File: src/shared/reset_boot_pkg.sv
// ==========================================================================
// Constants shared by the reset and boot mode logic.
// ==========================================================================
package reset_boot_pkg;
  // Least external reset low time, in CPU clocks.
  localparam int unsigned RESET_IN_MIN_CYCLES = 8;
  // Reset output stretch after the last reset source clears, in CPU clocks.
  localparam int unsigned RESET_OUT_STRETCH_CYCLES = 1024;
  // Clock boot select encodings.
  localparam logic [1:0] CLK_SEL_EXT_OR_OCO = 2'h0;
  localparam logic [1:0] CLK_SEL_CRYSTAL = 2'h1;
  localparam logic [1:0] CLK_SEL_PLL_EXT = 2'h2;
  localparam logic [1:0] CLK_SEL_PLL_CRYSTAL = 2'h3;
  // Clock source encodings on the clockSource output.
  localparam logic [1:0] SRC_EXTERNAL = 2'h0;
  localparam logic [1:0] SRC_ON_CHIP = 2'h1;
  localparam logic [1:0] SRC_CRYSTAL = 2'h2;
  // AHB-Lite register map (byte addresses).
  localparam logic [7:0] ADDR_STATUS = 8'h00;
  localparam logic [7:0] ADDR_CONTROL = 8'h04;
  // Status word field positions.
  localparam int unsigned ST_SEL_LSB = 0;
  localparam int unsigned ST_PIN_BIT = 2;
  localparam int unsigned ST_PLL_BIT = 3;
  localparam int unsigned ST_SRC_LSB = 4;
  localparam int unsigned ST_RSV_BIT = 6;
  localparam int unsigned ST_FLASH_BIT = 7;
  localparam int unsigned ST_RSTOUT_BIT = 8;
  // Control word: bit 0 requests a software reset.
  localparam int unsigned CT_SWRST_BIT = 0;
  localparam logic [1:0] HTRANS_NONSEQ = 2'h2;
endpackage : reset_boot_pkg

File: src/reset_and_boot_mode_select.sv
// Behaviour
// - Reset input held low at least 8 clocks resets CPU and peripherals at once.
// - Reset output stays low exactly 1024 clocks after every reset source clears.
// - Select 00: PLL off; crystal pin 0 external oscillator, 1 on-chip oscillator.
// - Select 01: PLL off, crystal oscillator clocks the chip, crystal pin ignored.
// - Select 10 with crystal pin 0: PLL on, external reference; pin 1 reserved.
// - Select 11: PLL on, crystal reference, crystal pin ignored.
// - Low select bit 0 makes crystal pin an input sampled for mode selection.
// - Boot config asserted, test negated at reset end enters serial flash mode.
// - System clock output is a copy of the internal system clock.
// - Clock input pin used in every mode except on-chip oscillator mode.
`timescale 1ns/1ps
`default_nettype none
module reset_and_boot_mode_select
  import reset_boot_pkg::*;
#(
  parameter int unsigned STRETCH_CYCLES = RESET_OUT_STRETCH_CYCLES
)(
  input wire logic ref_clk,
  input wire logic rst_n,
  input wire logic reset_input_n,
  input wire logic [1:0] clock_boot_select,
  input wire logic crystal_output_pin_in,
  output logic crystal_output_pin_out,
  output logic crystal_output_pin_oe,
  input wire logic crystal_drive,
  input wire logic boot_config_n,
  input wire logic test_pin,
  input wire logic system_clock,
  output logic system_clock_output,
  output logic reset_output_n,
  output logic core_reset_n,
  output logic pll_enable,
  output logic [1:0] clock_source,
  output logic clock_input_pin_used,
  output logic mode_reserved,
  output logic serial_flash_mode,
  input wire logic hsel,
  input wire logic [7:0] haddr,
  input wire logic [1:0] htrans,
  input wire logic hwrite,
  input wire logic [2:0] hsize,
  input wire logic [31:0] hwdata,
  input wire logic hready,
  output logic [31:0] hrdata,
  output logic hreadyout,
  output logic hresp
);

  // ========================================================================
  // Pin synchronisers
  // ========================================================================
  logic [1:0] rstInSync_r;
  logic [1:0] selSync0_r;
  logic [1:0] selSync1_r;
  logic [1:0] pinSync0_r;
  logic [1:0] pinSync1_r;
  logic [1:0] bootSync0_r;
  logic [1:0] bootSync1_r;
  logic [1:0] testSync_r;

  // Two flops on every pin; only the second stage is read below.
  // Reset values match each pin's idle level, so no false edge follows power-on reset.
  always_ff @(posedge ref_clk or negedge rst_n)
  begin
    if (!rst_n)
    begin
      rstInSync_r <= 2'h3;
      selSync0_r <= 2'h0;
      selSync1_r <= 2'h0;
      pinSync0_r <= 2'h0;
      pinSync1_r <= 2'h0;
      bootSync0_r <= 2'h1;
      bootSync1_r <= 2'h1;
      testSync_r <= 2'h0;
    end
    else
    begin
      rstInSync_r <= {rstInSync_r[0], reset_input_n};
      selSync0_r <= clock_boot_select;
      selSync1_r <= selSync0_r;
      pinSync0_r <= {1'b0, crystal_output_pin_in};
      pinSync1_r <= pinSync0_r;
      bootSync0_r <= {1'b0, boot_config_n};
      bootSync1_r <= bootSync0_r;
      testSync_r <= {testSync_r[0], test_pin};
    end
  end

  // ========================================================================
  // Reset input qualification
  // ========================================================================
  localparam int unsigned LOW_W = $clog2(RESET_IN_MIN_CYCLES + 1);
  logic [LOW_W-1:0] lowCount_r;
  logic extReset_r;
  logic swReset_r;
  logic resetActive;

  // A glitch shorter than the minimum low time is ignored; once the count
  // is reached the reset takes effect on that same edge.
  // The two synchroniser flops add a further two clocks ahead of the count.
  always_ff @(posedge ref_clk or negedge rst_n)
  begin
    if (!rst_n)
    begin
      lowCount_r <= '0;
      extReset_r <= 1'b0;
    end
    else if (rstInSync_r[1])
    begin
      lowCount_r <= '0;
      extReset_r <= 1'b0;
    end
    else if (lowCount_r < LOW_W'(RESET_IN_MIN_CYCLES - 1))
    begin
      lowCount_r <= lowCount_r + 1'b1;
    end
    else
    begin
      extReset_r <= 1'b1;
    end
  end

  // Either source holds the core; the stretch restarts from whichever clears last.
  assign resetActive = extReset_r || swReset_r;

  // ========================================================================
  // Reset output stretch
  // ========================================================================
  localparam int unsigned STR_W = $clog2(STRETCH_CYCLES + 1);
  logic [STR_W-1:0] stretch_r;
  logic resetOut_r;

  // The count restarts whenever any source is active, so the output is
  // released exactly STRETCH_CYCLES clocks after the last source clears.
  // A reset arriving mid-stretch simply starts the count again.
  always_ff @(posedge ref_clk or negedge rst_n)
  begin
    if (!rst_n)
    begin
      stretch_r <= '0;
      resetOut_r <= 1'b0;
    end
    else if (resetActive)
    begin
      stretch_r <= '0;
      resetOut_r <= 1'b0;
    end
    else if (!resetOut_r)
    begin
      if (stretch_r == STR_W'(STRETCH_CYCLES - 1))
      begin
        resetOut_r <= 1'b1;
      end
      else
      begin
        stretch_r <= stretch_r + 1'b1;
      end
    end
  end

  // The reset output comes from a flop, so it never glitches while sources change.
  assign reset_output_n = resetOut_r;
  assign core_reset_n = ~resetActive;

  // ========================================================================
  // Mode latch
  // ========================================================================
  logic [1:0] selLatch_r;
  logic pinLatch_r;
  logic flashMode_r;
  logic resetOutPrev_r;
  logic releaseEdge;

  // High for one clock, the first clock after the reset output lets go.
  assign releaseEdge = resetOut_r && !resetOutPrev_r;

  // Straps are tracked while reset is held and frozen on release, so a
  // pin moving later never changes the clock tree under running code.
  // Flash mode is decided once, on the first clock after release.
  always_ff @(posedge ref_clk or negedge rst_n)
  begin
    if (!rst_n)
    begin
      resetOutPrev_r <= 1'b0;
      selLatch_r <= CLK_SEL_EXT_OR_OCO;
      pinLatch_r <= 1'b0;
      flashMode_r <= 1'b0;
    end
    else
    begin
      resetOutPrev_r <= resetOut_r;
      if (!resetOut_r)
      begin
        selLatch_r <= selSync1_r;
        pinLatch_r <= pinSync1_r[0];
      end
      if (releaseEdge)
      begin
        flashMode_r <= !bootSync1_r[0] && !testSync_r[1];
      end
      else if (!resetOut_r)
      begin
        flashMode_r <= 1'b0;
      end
    end
  end

  // Programming mode holds until the next reset; the flash port sees only this level.
  assign serial_flash_mode = flashMode_r;

  // ========================================================================
  // Clock mode decode
  // ========================================================================
  // The mode word packs the reserved flag in its top bit, the PLL request
  // below it and the clock source in the low two bits.
  // Keeping the decode in one function lets the status read and the clock tree agree.
  function automatic logic [3:0] decodeMode(input logic [1:0] sel, input logic pin);
    logic [3:0] res;
    res = {1'b0, 1'b0, SRC_EXTERNAL};
    case (sel)
      CLK_SEL_EXT_OR_OCO: res = {1'b0, 1'b0, pin ? SRC_ON_CHIP : SRC_EXTERNAL};
      CLK_SEL_CRYSTAL: res = {1'b0, 1'b0, SRC_CRYSTAL};
      CLK_SEL_PLL_EXT: res = {pin, 1'b1, SRC_EXTERNAL};
      CLK_SEL_PLL_CRYSTAL: res = {1'b0, 1'b1, SRC_CRYSTAL};
      default: res = {1'b0, 1'b0, SRC_EXTERNAL};
    endcase
    return res;
  endfunction : decodeMode

  // Decoded from the latched straps only, never from the live pins.
  logic [3:0] modeWord;
  assign modeWord = decodeMode(selLatch_r, pinLatch_r);

  logic pllEn_r;
  logic [1:0] src_r;
  logic rsv_r;

  // Registered so the clock tree controls never glitch on decode.
  always_ff @(posedge ref_clk or negedge rst_n)
  begin
    if (!rst_n)
    begin
      pllEn_r <= 1'b0;
      src_r <= SRC_EXTERNAL;
      rsv_r <= 1'b0;
    end
    else
    begin
      rsv_r <= modeWord[3];
      pllEn_r <= modeWord[2] && !modeWord[3];
      src_r <= modeWord[1:0];
    end
  end

  // Clock tree controls straight from their flops; the clock input use flag is decoded from the source flop.
  // The reserved combination keeps the PLL off rather than guessing a reference.
  assign pll_enable = pllEn_r;
  assign clock_source = src_r;
  assign mode_reserved = rsv_r;
  assign clock_input_pin_used = (src_r != SRC_ON_CHIP);

  // Crystal pin is released as an input when the low select bit is zero.
  assign crystal_output_pin_oe = selLatch_r[0];
  assign crystal_output_pin_out = selLatch_r[0] & crystal_drive;

  // Straight copy; a flop here would halve the frequency.
  assign system_clock_output = system_clock;

  // ========================================================================
  // AHB-Lite slave
  // ========================================================================
  logic wrPend_r;
  logic [7:0] addrPend_r;
  logic [31:0] rdata_r;
  logic accept;

  // Only single NONSEQ transfers are taken, whatever hsize says; other transfer types are ignored.
  // The slave never stalls and never errors, so every answer is OKAY.
  assign accept = hsel && hready && (htrans == HTRANS_NONSEQ);
  assign hreadyout = 1'b1;
  assign hresp = 1'b0;
  assign hrdata = rdata_r;

  // Zero wait states: read data is registered at the address phase.
  // An unmapped address reads as zero.
  always_ff @(posedge ref_clk or negedge rst_n)
  begin
    if (!rst_n)
    begin
      wrPend_r <= 1'b0;
      addrPend_r <= 8'h00;
      rdata_r <= 32'h0000_0000;
    end
    else
    begin
      wrPend_r <= accept && hwrite;
      addrPend_r <= haddr;
      if (accept && !hwrite)
      begin
        rdata_r <= 32'h0000_0000;
        if (haddr == ADDR_STATUS)
        begin
          rdata_r[ST_SEL_LSB +: 2] <= selLatch_r;
          rdata_r[ST_PIN_BIT] <= pinLatch_r;
          rdata_r[ST_PLL_BIT] <= pllEn_r;
          rdata_r[ST_SRC_LSB +: 2] <= src_r;
          rdata_r[ST_RSV_BIT] <= rsv_r;
          rdata_r[ST_FLASH_BIT] <= flashMode_r;
          rdata_r[ST_RSTOUT_BIT] <= resetOut_r;
        end
      end
    end
  end

  // A written control bit raises a software reset source; it clears itself
  // once the reset reaches the output, so the stretch applies to it too.
  // Writing zero to the control bit has no effect.
  always_ff @(posedge ref_clk or negedge rst_n)
  begin
    if (!rst_n)
    begin
      swReset_r <= 1'b0;
    end
    else if (wrPend_r && addrPend_r == ADDR_CONTROL && hwdata[CT_SWRST_BIT])
    begin
      swReset_r <= 1'b1;
    end
    else if (!resetOut_r)
    begin
      swReset_r <= 1'b0;
    end
  end

  // Inputs and flop bits that carry no meaning here are folded together,
  // so that leaving them unread is a visible decision.
  logic unusedBits;
  assign unusedBits = ^{hsize, hwdata[31:1], pinSync1_r[1], bootSync1_r[1]};

endmodule : reset_and_boot_mode_select
`default_nettype wire

File: config.mk
export PLATFORM = sky130hd
export DESIGN_NAME = reset_and_boot_mode_select
export DESIGN_NICKNAME = d
export VERILOG_FILES = /design/src/shared/reset_boot_pkg.sv /design/src/reset_and_boot_mode_select.sv
export SDC_FILE = /design/constraint.sdc
export NUM_CORES = 1
export LEC_CHECK = 0
export ABC_AREA = 0
export BUFFER_PORTS_ARGS = -buffer_cell sky130_fd_sc_hd__buf_2
export CELL_PAD_IN_SITES_DETAIL_PLACEMENT = 0
export CELL_PAD_IN_SITES_GLOBAL_PLACEMENT = 1
export CORE_ASPECT_RATIO = 1.25
export CORE_MARGIN = 1
export CORE_UTILIZATION = 37
export CTS_BUF_LIST = sky130_fd_sc_hd__clkbuf_4 sky130_fd_sc_hd__clkbuf_8
export DETAILED_ROUTE_END_ITERATION = 8
export PLACE_DENSITY = 0.81
export SYNTH_ARGS = -nofsm -noshare
export SYNTH_HDL_FRONTEND = slang
export SYNTH_SLANG_ARGS = --single-unit
File: constraint.sdc
create_clock -name ref_clk -period 2.35 [get_ports ref_clk]
set_input_delay 0.3525 -clock ref_clk [delete_from_list [all_inputs] [get_ports ref_clk]]
set_output_delay 0.3525 -clock ref_clk [all_outputs]
set_load 0.02 [all_outputs]
==> results of run 1 <==
==> flip-flops by register name (all words and copies together), names as in the netlist, 2 cells and up <==
register,cells
stretch_r,11
hrdata,9
addrPend_r,8
lowCount_r,4
clock_source,2
rstInSync_r,2
selLatch_r,2
selSync0_r,2
selSync1_r,2
testSync_r,2
==> power by group through the flow <==
stage	logic (uW)	clock network (uW)	registers [uW]
2_1_floorplan	234	0	1160
3_3_place_gp	249	0	1190
3_5_place_dp	254	0	1190
4_1_cts	255	1140	1170
5_1_grt	285	1190	1190
6_report	253	1110	1180
==> metal layers <==
layer | global-route usage | share of wire | up-vias
li1 | - | - | 761
met1 | 0.175 | 0.46 | 793
met2 | 0.199 | 0.45 | 57
met3 | 0.0631 | 0.075 | 7
met4 | 0.0566 | 0.018 | 0
met5 | 0 | 0 | -
==> final cells by class <==
class	instances	area [um2]	area share
clock buffers	9	124	0.0435
multi-input cells	126	823	0.289
inverters	7	26.3	0.00922
repair buffers	43	220	0.0773
clock inverters	7	119	0.0417
well taps	85	106	0.0373
flip-flops and latches	57	1430	0.502
==> kinds of logic after synthesis <==
kind of cell / count (synthesis)
compound gates: 36
fa+ha+maj: 2
other cells: 2
simple gates: 56
mux: 6
flops: 57
buf+inv: 41
xor+xnor: 1
==> per-stage QoR <==
stage,utilization,cells
after floorplan,-,224
after detailed placement,0.417,318
final,0.456,334
after CTS,0.456,334
after global routing,0.456,334
after global placement,0.417,318
==> synthesized netlist by cell type, types with 3 or more instances <==
cell type	number	area (um2)
dfrtp_1	53	1330
buf_4	26	195
a22o_1	9	78.8
a21oi_1	8	40.0
clkbuf_1	6	22.5
inv_1	6	22.5
nand2_1	6	22.5
nor2_1	6	22.5
a31oi_1	5	31.3
dfstp_2	4	105
nand3_1	4	20.0
nor3_1	4	20.0
o21ai_0	4	20.0
and2_1	3	18.8
mux2_2	3	33.8
mux2i_1	3	30.0
nand2b_1	3	18.8
nand4_1	3	18.8
nand4b_1	3	26.3
nor2b_1	3	18.8
or4_1	3	22.5
==> path summary, 6_finish.rpt <==
check	from	to	cells after the start
max	swReset_r	core_reset_n	3
min	reset_input_n	rstInSync_r[0]	1
max reg2reg	stretch_r[0]	stretch_r[7]	4
min reg2reg	selSync0_r[1]	selSync1_r[1]	0
max in group asynchronous	rst_n	lowCount_r[2]	2
min in group asynchronous	rst_n	addrPend_r[7]	2
==> results.toml, run 1 <==
[status]
status = "complete, no violations"

[sta]
final-setup-viol-count = 0
worst_pin_slew_ns = 0.677
min_period_ns = 1.89
hold_slack_ns = 0.113
final_max_slew_viol_count = 0
fmax_ghz = 0.528
fin_tns_setup_ns = 0
rsz0062_at_grt = "no"
hold_viol_final = 0
min_period_over_period = 0.806
max_slew_margin = 0.549
fin_skew_ns = 0.00589
fin_ws_ns = 0.456

[synthesis]
synth_cell_types = 48
async_reset_ff_frac = 1.00
synthCells = 201
synthAdderAreaFrac = 0.0103
synth-warning-count = 0
ys_ff_latch = 57
synthFlopType = "dfrtp_1"
synth_compound_area_frac = 0.106
yosysSeqAreaShare = 0.591
synth_top_family_by_area = "simple AND/OR/NAND/NOR gates"
synth_edf_count = 0
synthXorXnorAreaFrac = 0.00362
syn_area_mm2 = 0.00242
yosys.area_share.simple = 0.155
synthMuxAreaShare = 0.0263
syn_avg_cell_area_um2 = 12.1

[clocking]
hold_buffers = 0
htreeDepth = 3
cts_tree = "done"
post_cts_buffers = 0
insertion_delay_ns = 0.34
cts_buffer_depth = 2
clk_pin_slew_ns = 0.06
cts-root-buf = "clkbuf_8"
numCtsBuffers = 9
cts.sinks = 57
cts_resized = 0

[critical_path]
cp_slowest_stage_delay_ns = 0.46
cp_data_arrival_time_ns = 1.54
path_cells = "or2_2 > inv_2 > buf_2"
cp.required_ns = 2.00
start_kind = "flop"
path_class = "reg -> out"
cp-end-kind = "primary output"
path_buf_inv = 2
cp_top_family = "flip-flops"
crit_path_max_fanout = 11
slowest_stage = "dfrtp_1"
rrSetupSlack_ns = 0.62

[cells_and_area]
finalNetCount = 304
final_cell_mix = "53 x dfrtp_1, 41 x buf_2, 25 x conb_1"
nFillCells = 602
design_area_mm2 = 0.00285
syn_to_final_growth_pct = 17.7
drive_above_1_share = 0.285
final_common_cell = "dfrtp_1"
antenna_cells = 0

[power]
power_uw = 2540
combPwrFrac = 0.100
ir_drop_mv = 0.459
power_switching_uw = 665
p_leak_uw = 0.00137
switching_share = 0.262
clock_power_share = 0.436
power.density_mw_per_mm2 = 890
power.internal_uw = 1870
seqPwrFrac = 0.464

[floorplanning]
die_y_um = 92.5
dieArea_mm2 = 0.00688
core_mm2 = 0.00625
top_level_ports = 103
rows = 32
die_w_um = 74.4
start_util = 0.388

[grt]
antenna_found_initial = 0
grt_pass1_wl_um = 6960
grt_max_degree = 58
grt_pass1_vias = 1480
grt_usage = 0.137
grt-ovfl-total = 0

[run]
maxCapViolations = 0

[place]
place_ws_ns = 0.569
placed_cell_area_mm2 = 0.00261
gp_congestion = 0.766
dp_hpwl_um = 2830
port_buffers = 41

[detailed_routing]
drt-pass1-iter-count = 4
wl_um = 4210
drt-vias-per-instance = 4.84
wl_per_cell_um = 12.6
drt-initial-drc-count = 195
drc = 0
drtAntennaViolNets = 0
via_count = 1618

[worst_hold_path]
hp-class = "in -> reg"
Power figures use the tool's default switching activity.
==> inputs of run 2 (changes only) <==
--- a/config.mk
+++ b/config.mk
@@ -11,10 +11,10 @@
 export CELL_PAD_IN_SITES_GLOBAL_PLACEMENT = 1
 export CORE_ASPECT_RATIO = 1.25
 export CORE_MARGIN = 1
-export CORE_UTILIZATION = 37
+export CORE_UTILIZATION = 34
 export CTS_BUF_LIST = sky130_fd_sc_hd__clkbuf_4 sky130_fd_sc_hd__clkbuf_8
 export DETAILED_ROUTE_END_ITERATION = 8
-export PLACE_DENSITY = 0.81
+export PLACE_DENSITY = 0.79
 export SYNTH_ARGS = -nofsm -noshare
 export SYNTH_HDL_FRONTEND = slang
 export SYNTH_SLANG_ARGS = --single-unit
==> constraint.sdc (replaced) <==
create_clock -name ref_clk -period 1.7 [get_ports ref_clk]
set_input_delay 0.255 -clock ref_clk [delete_from_list [all_inputs] [get_ports ref_clk]]
set_output_delay 0.255 -clock ref_clk [all_outputs]
set_load 0.02 [all_outputs]
==> results.toml, run 2 (synthesized netlist as in run 1, its figures left out) <==
[clocking]
insertion_delay_ns = 0.33
cts.sinks = 57
htreeDepth = 3
cts-root-buf = "clkbuf_8"
cts_buffer_depth = 2
cts_tree = "done"
clk_pin_slew_ns = 0.06
numCtsBuffers = 9

[floorplanning]
start_util = 0.349
die_y_um = 96.4
top_level_ports = 103
core_mm2 = 0.00693
dieArea_mm2 = 0.00747
die_w_um = 77.5
rows = 34

[sta]
hold_viol_final = 0
final_max_slew_viol_count = 0
fin_tns_setup_ns = 0
rsz0062_at_grt = "no"
fin_skew_ns = 0.00478
worst_pin_slew_ns = 0.517
max_slew_margin = 0.655
fin_ws_ns = 0.0755
final-setup-viol-count = 0
min_period_over_period = 0.956
min_period_ns = 1.62
fmax_ghz = 0.616

[critical_path]
cp_data_arrival_time_ns = 1.37
path_class = "reg -> out"
regToRegStartpoint = "stretch_r[0]"
start_kind = "flop"
cp-end-kind = "primary output"
worst_r2r_path_depth = 4
crit_path_max_fanout = 8
rrSetupSlack_ns = 0.19
setup.worst_path.start = "swReset_r"
rr_endpoint = "stretch_r[7]"
cp.required_ns = 1.44

[cells_and_area]
seqCellArea_mm2 = 0.00143
syn_to_final_growth_pct = 22.2
multi_input_area_um2 = 828
finalNetCount = 320
drive_above_1_share = 0.321
final_common_cell = "dfrtp_1"
final_cell_mix = "52 x dfrtp_1, 40 x buf_2, 25 x conb_1"
top_register = "stretch_r"
largest_register_ffs = 11
nFillCells = 668
antenna_cells = 0

[grt]
antenna_found_initial = 0
grt_usage = 0.138
grt_max_degree = 28
grt_pass1_wl_um = 7620
grt_pass1_vias = 1614
grt-ovfl-total = 0

[power]
p_leak_uw = 0.00144
ir_drop_mv = 0.443
power.density_mw_per_mm2 = 1090

[worst_hold_path]
min_path_cells = 1
hp-class = "in -> reg"
holdCritStartpoint = "crystal_output_pin_in"
min_to = "pinSync0_r[0]"

[place]
dp_hpwl_um = 3250
port_buffers = 41
place_ws_ns = 0.115
gp_congestion = 0.774

[run]
maxCapViolations = 0

[detailed_routing]
drc = 0
wl_um = 4570
wl_per_cell_um = 12.9
drtAntennaViolNets = 0
drt-pass1-iter-count = 5
drt-vias-per-instance = 4.74
drt-initial-drc-count = 86
via_count = 1684

[status]
status = "complete, no violations"
## run 2: critical path, stage by stage, from the launching register on
cell	delay, ns
dfrtp_2	0.45
or2_2	0.38
inv_4	0.08
buf_4	0.13
## run 2: routing by layer
metal	part of all wire	routed length [um]	track usage
met5	0	0	0
met4	0.021	98	0.0865
met3	0.052	238	0.0479
met2	0.49	2250	0.225
met1	0.43	1990	0.157
## run 2: worst max-delay path by stage
stage                         endpoint  cells after the start  slack, ns
after global routing      core_reset_n                      3       0.02
final                     core_reset_n                      3       0.08
after floorplan           stretch_r[7]                      5       0.06
after CTS                 core_reset_n                      3       0.06
after global placement    stretch_r[7]                      4       0.13
after detailed placement  stretch_r[7]                      4       0.11
## run 2: cell type report
| type | count | share of cell area |
|---|---|---|
| flip-flops and latches | 57 | 0.484 |
| multi-input cells | 126 | 0.280 |
| repair buffers | 59 | 0.123 |
| clock buffers | 12 | 0.0558 |
| well taps | 90 | 0.0381 |
| inverters | 7 | 0.00973 |
| clock inverters | 4 | 0.00888 |
## run 2: timing repair
item | in CTS | in global routing
pin swaps | 0 | 0
resized for setup | 3 | 1
cloned | 0 | 0
hold buffers | 3 | 1
setup buffers | 1 | 0
endpoints found under the hold margin | 17 | 1
setup endpoints to repair | 1 | 1
## run 2: power by group
part | switching, uW | internal, uW
clock | 511 | 644
sequential | 119 | 1480
combinational | 268 | 188
## run 2: metrics by stage
step / hold WS (ns) / total power [uW] / std cells / utilization / instance area [um2]
3_3_place_gp: 0.255 / 2050 / 334 / 0.391 / 2710
6_report: 0.0230 / 3210 / 355 / 0.427 / 2960
3_5_place_dp: 0.259 / 2070 / 334 / 0.391 / 2710
2_1_floorplan: -0.0406 / 1920 / 224 / - / 2510
5_1_grt: 0.00362 / 3410 / 355 / 0.427 / 2960
4_1_cts: 0.000792 / 3260 / 354 / 0.425 / 2940
==> inputs of run 3 (changes only) <==
--- a/config.mk
+++ b/config.mk
@@ -14,6 +14,7 @@
 export CORE_UTILIZATION = 34
 export CTS_BUF_LIST = sky130_fd_sc_hd__clkbuf_4 sky130_fd_sc_hd__clkbuf_8
 export DETAILED_ROUTE_END_ITERATION = 8
+export MAX_ROUTING_LAYER = met4
 export PLACE_DENSITY = 0.79
 export SYNTH_ARGS = -nofsm -noshare
 export SYNTH_HDL_FRONTEND = slang
==> results.toml, run 3 (synthesized netlist as in run 1, its figures left out) <==
[status]
status = "complete, no violations"

[sta]
fin_tns_setup_ns = 0
fmax_ghz = 0.614
final_max_slew_viol_count = 0
rsz0062_at_grt = "no"
fin_skew_ns = 0.00557
max_slew_margin = 0.654
worst_pin_slew_ns = 0.519
final-setup-viol-count = 0
min_period_ns = 1.63
hold_viol_final = 0
min_period_over_period = 0.958

[grt]
antenna_found_initial = 0
grt_max_degree = 28
busiest_layer = "met2"
grt_pass1_wl_um = 7620
grt_pass1_vias = 1613
grt-ovfl-total = 0
grt_use_met3 = 0.0423
gr-usage-met2 = 0.226
grt_usage = 0.142
grtUsageMet1 = 0.157

[critical_path]
worst_r2r_path_depth = 4
path_class = "reg -> out"
rr_endpoint = "stretch_r[7]"
cp_data_arrival_time_ns = 1.37
rrSetupSlack_ns = 0.19
crit_path_max_fanout = 8
start_kind = "flop"
cp.required_ns = 1.44
cp-end-kind = "primary output"
regToRegStartpoint = "stretch_r[0]"

[cells_and_area]
finalNetCount = 319
final_core_util = 0.425
finalNonFillerCells = 354
top_register = "stretch_r"
final_cell_mix = "52 x dfrtp_1, 40 x buf_2, 25 x conb_1"
drive_above_1_share = 0.322
final_common_cell = "dfrtp_1"
largest_register_ffs = 11
antenna_cells = 0
syn_to_final_growth_pct = 21.7

[clocking]
htreeDepth = 3
cts-root-buf = "clkbuf_8"
cts_tree = "done"
clk_pin_slew_ns = 0.06
cts.sinks = 57
insertion_delay_ns = 0.34
numCtsBuffers = 9
cts_buffer_depth = 2

[detailed_routing]
drt-initial-drc-count = 71
via_count = 1677
wl_per_cell_um = 12.9
wl_um = 4550
drtAntennaViolNets = 0
drc = 0
drt-pass1-iter-count = 5
drt-vias-per-instance = 4.74

[worst_hold_path]
holdCritStartpoint = "crystal_output_pin_in"
min_path_cells = 1
hp-class = "in -> reg"
min_to = "pinSync0_r[0]"

[floorplanning]
start_util = 0.349
core_mm2 = 0.00693
dieArea_mm2 = 0.00747
rows = 34
die_y_um = 96.4
top_level_ports = 103
die_w_um = 77.5

[place]
dp_hpwl_um = 3250
dp_cells = 334
gp_congestion = 0.785
port_buffers = 41

[run]
maxCapViolations = 0

[power]
ir_drop_mv = 0.443
p_leak_uw = 0.00143
power.density_mw_per_mm2 = 1090
==> run 3: layer usage <==
metal | vias to the layer above | share of wire
met3 | 9 | 0.050
met5 | - | 0
met4 | 0 | 0.024
met2 | 55 | 0.49
li1 | 792 | -
met1 | 821 | 0.43
==> run 3: how the worst max path moves through the flow <==
stage | from | to | slack (ns) | cells past startpoint
after floorplan | stretch_r[0] | stretch_r[7] | 0.06 | 5
after global placement | stretch_r[0] | stretch_r[7] | 0.13 | 4
after detailed placement | stretch_r[0] | stretch_r[7] | 0.11 | 4
after CTS | swReset_r | core_reset_n | 0.06 | 3
after global routing | swReset_r | core_reset_n | 0.03 | 3
final | swReset_r | core_reset_n | 0.07 | 3
==> run 3: repair_timing <==
| item | 4_1_cts | 5_1_grt |
|---|---|---|
| pin swaps | 0 | 0 |
| buffers inserted | 1 | 0 |
| hold endpoints to repair | 17 | 0 |
| hold buffers | 3 | 0 |
| resized for setup | 3 | 1 |
| gates cloned | 0 | 0 |
| endpoints found under the setup margin | 1 | 1 |
==> run 3: where the power goes <==
part           leakage [uW]  internal [uW]  switching (uW)  total (uW)
clock             0.0000984            644             517        1160
sequential         0.000717           1480             119        1600
combinational      0.000617            187             266         453
==> run 3: metrics by stage <==
stage | setup WS, ns | power (uW) | instance area, um2 | hold slack, ns
floorplan | 0.0600 | 1920 | 2510 | -0.0406
global placement | 0.127 | 2050 | 2710 | 0.255
detailed placement | 0.115 | 2070 | 2710 | 0.259
CTS | 0.0644 | 3260 | 2940 | 0.000792
global route | 0.0251 | 3410 | 2950 | 0.00304
finish | 0.0715 | 3210 | 2950 | 0.0195
==> run 3: critical path: stages, from the launching register on <==
cell and delay (ns):
dfrtp_2 0.45, or2_2 0.38, inv_4 0.08, buf_4 0.13
==> run 3: cell type report <==
class | count | area, um2
Fill cell | 669 | 3990
Sequential cell | 57 | 1430
Multi-Input combinational cell | 126 | 828
Timing Repair Buffer | 58 | 355
Clock buffer | 12 | 165
Tap cell | 90 | 113
Inverter | 7 | 28.8
Clock inverter | 4 | 26.3
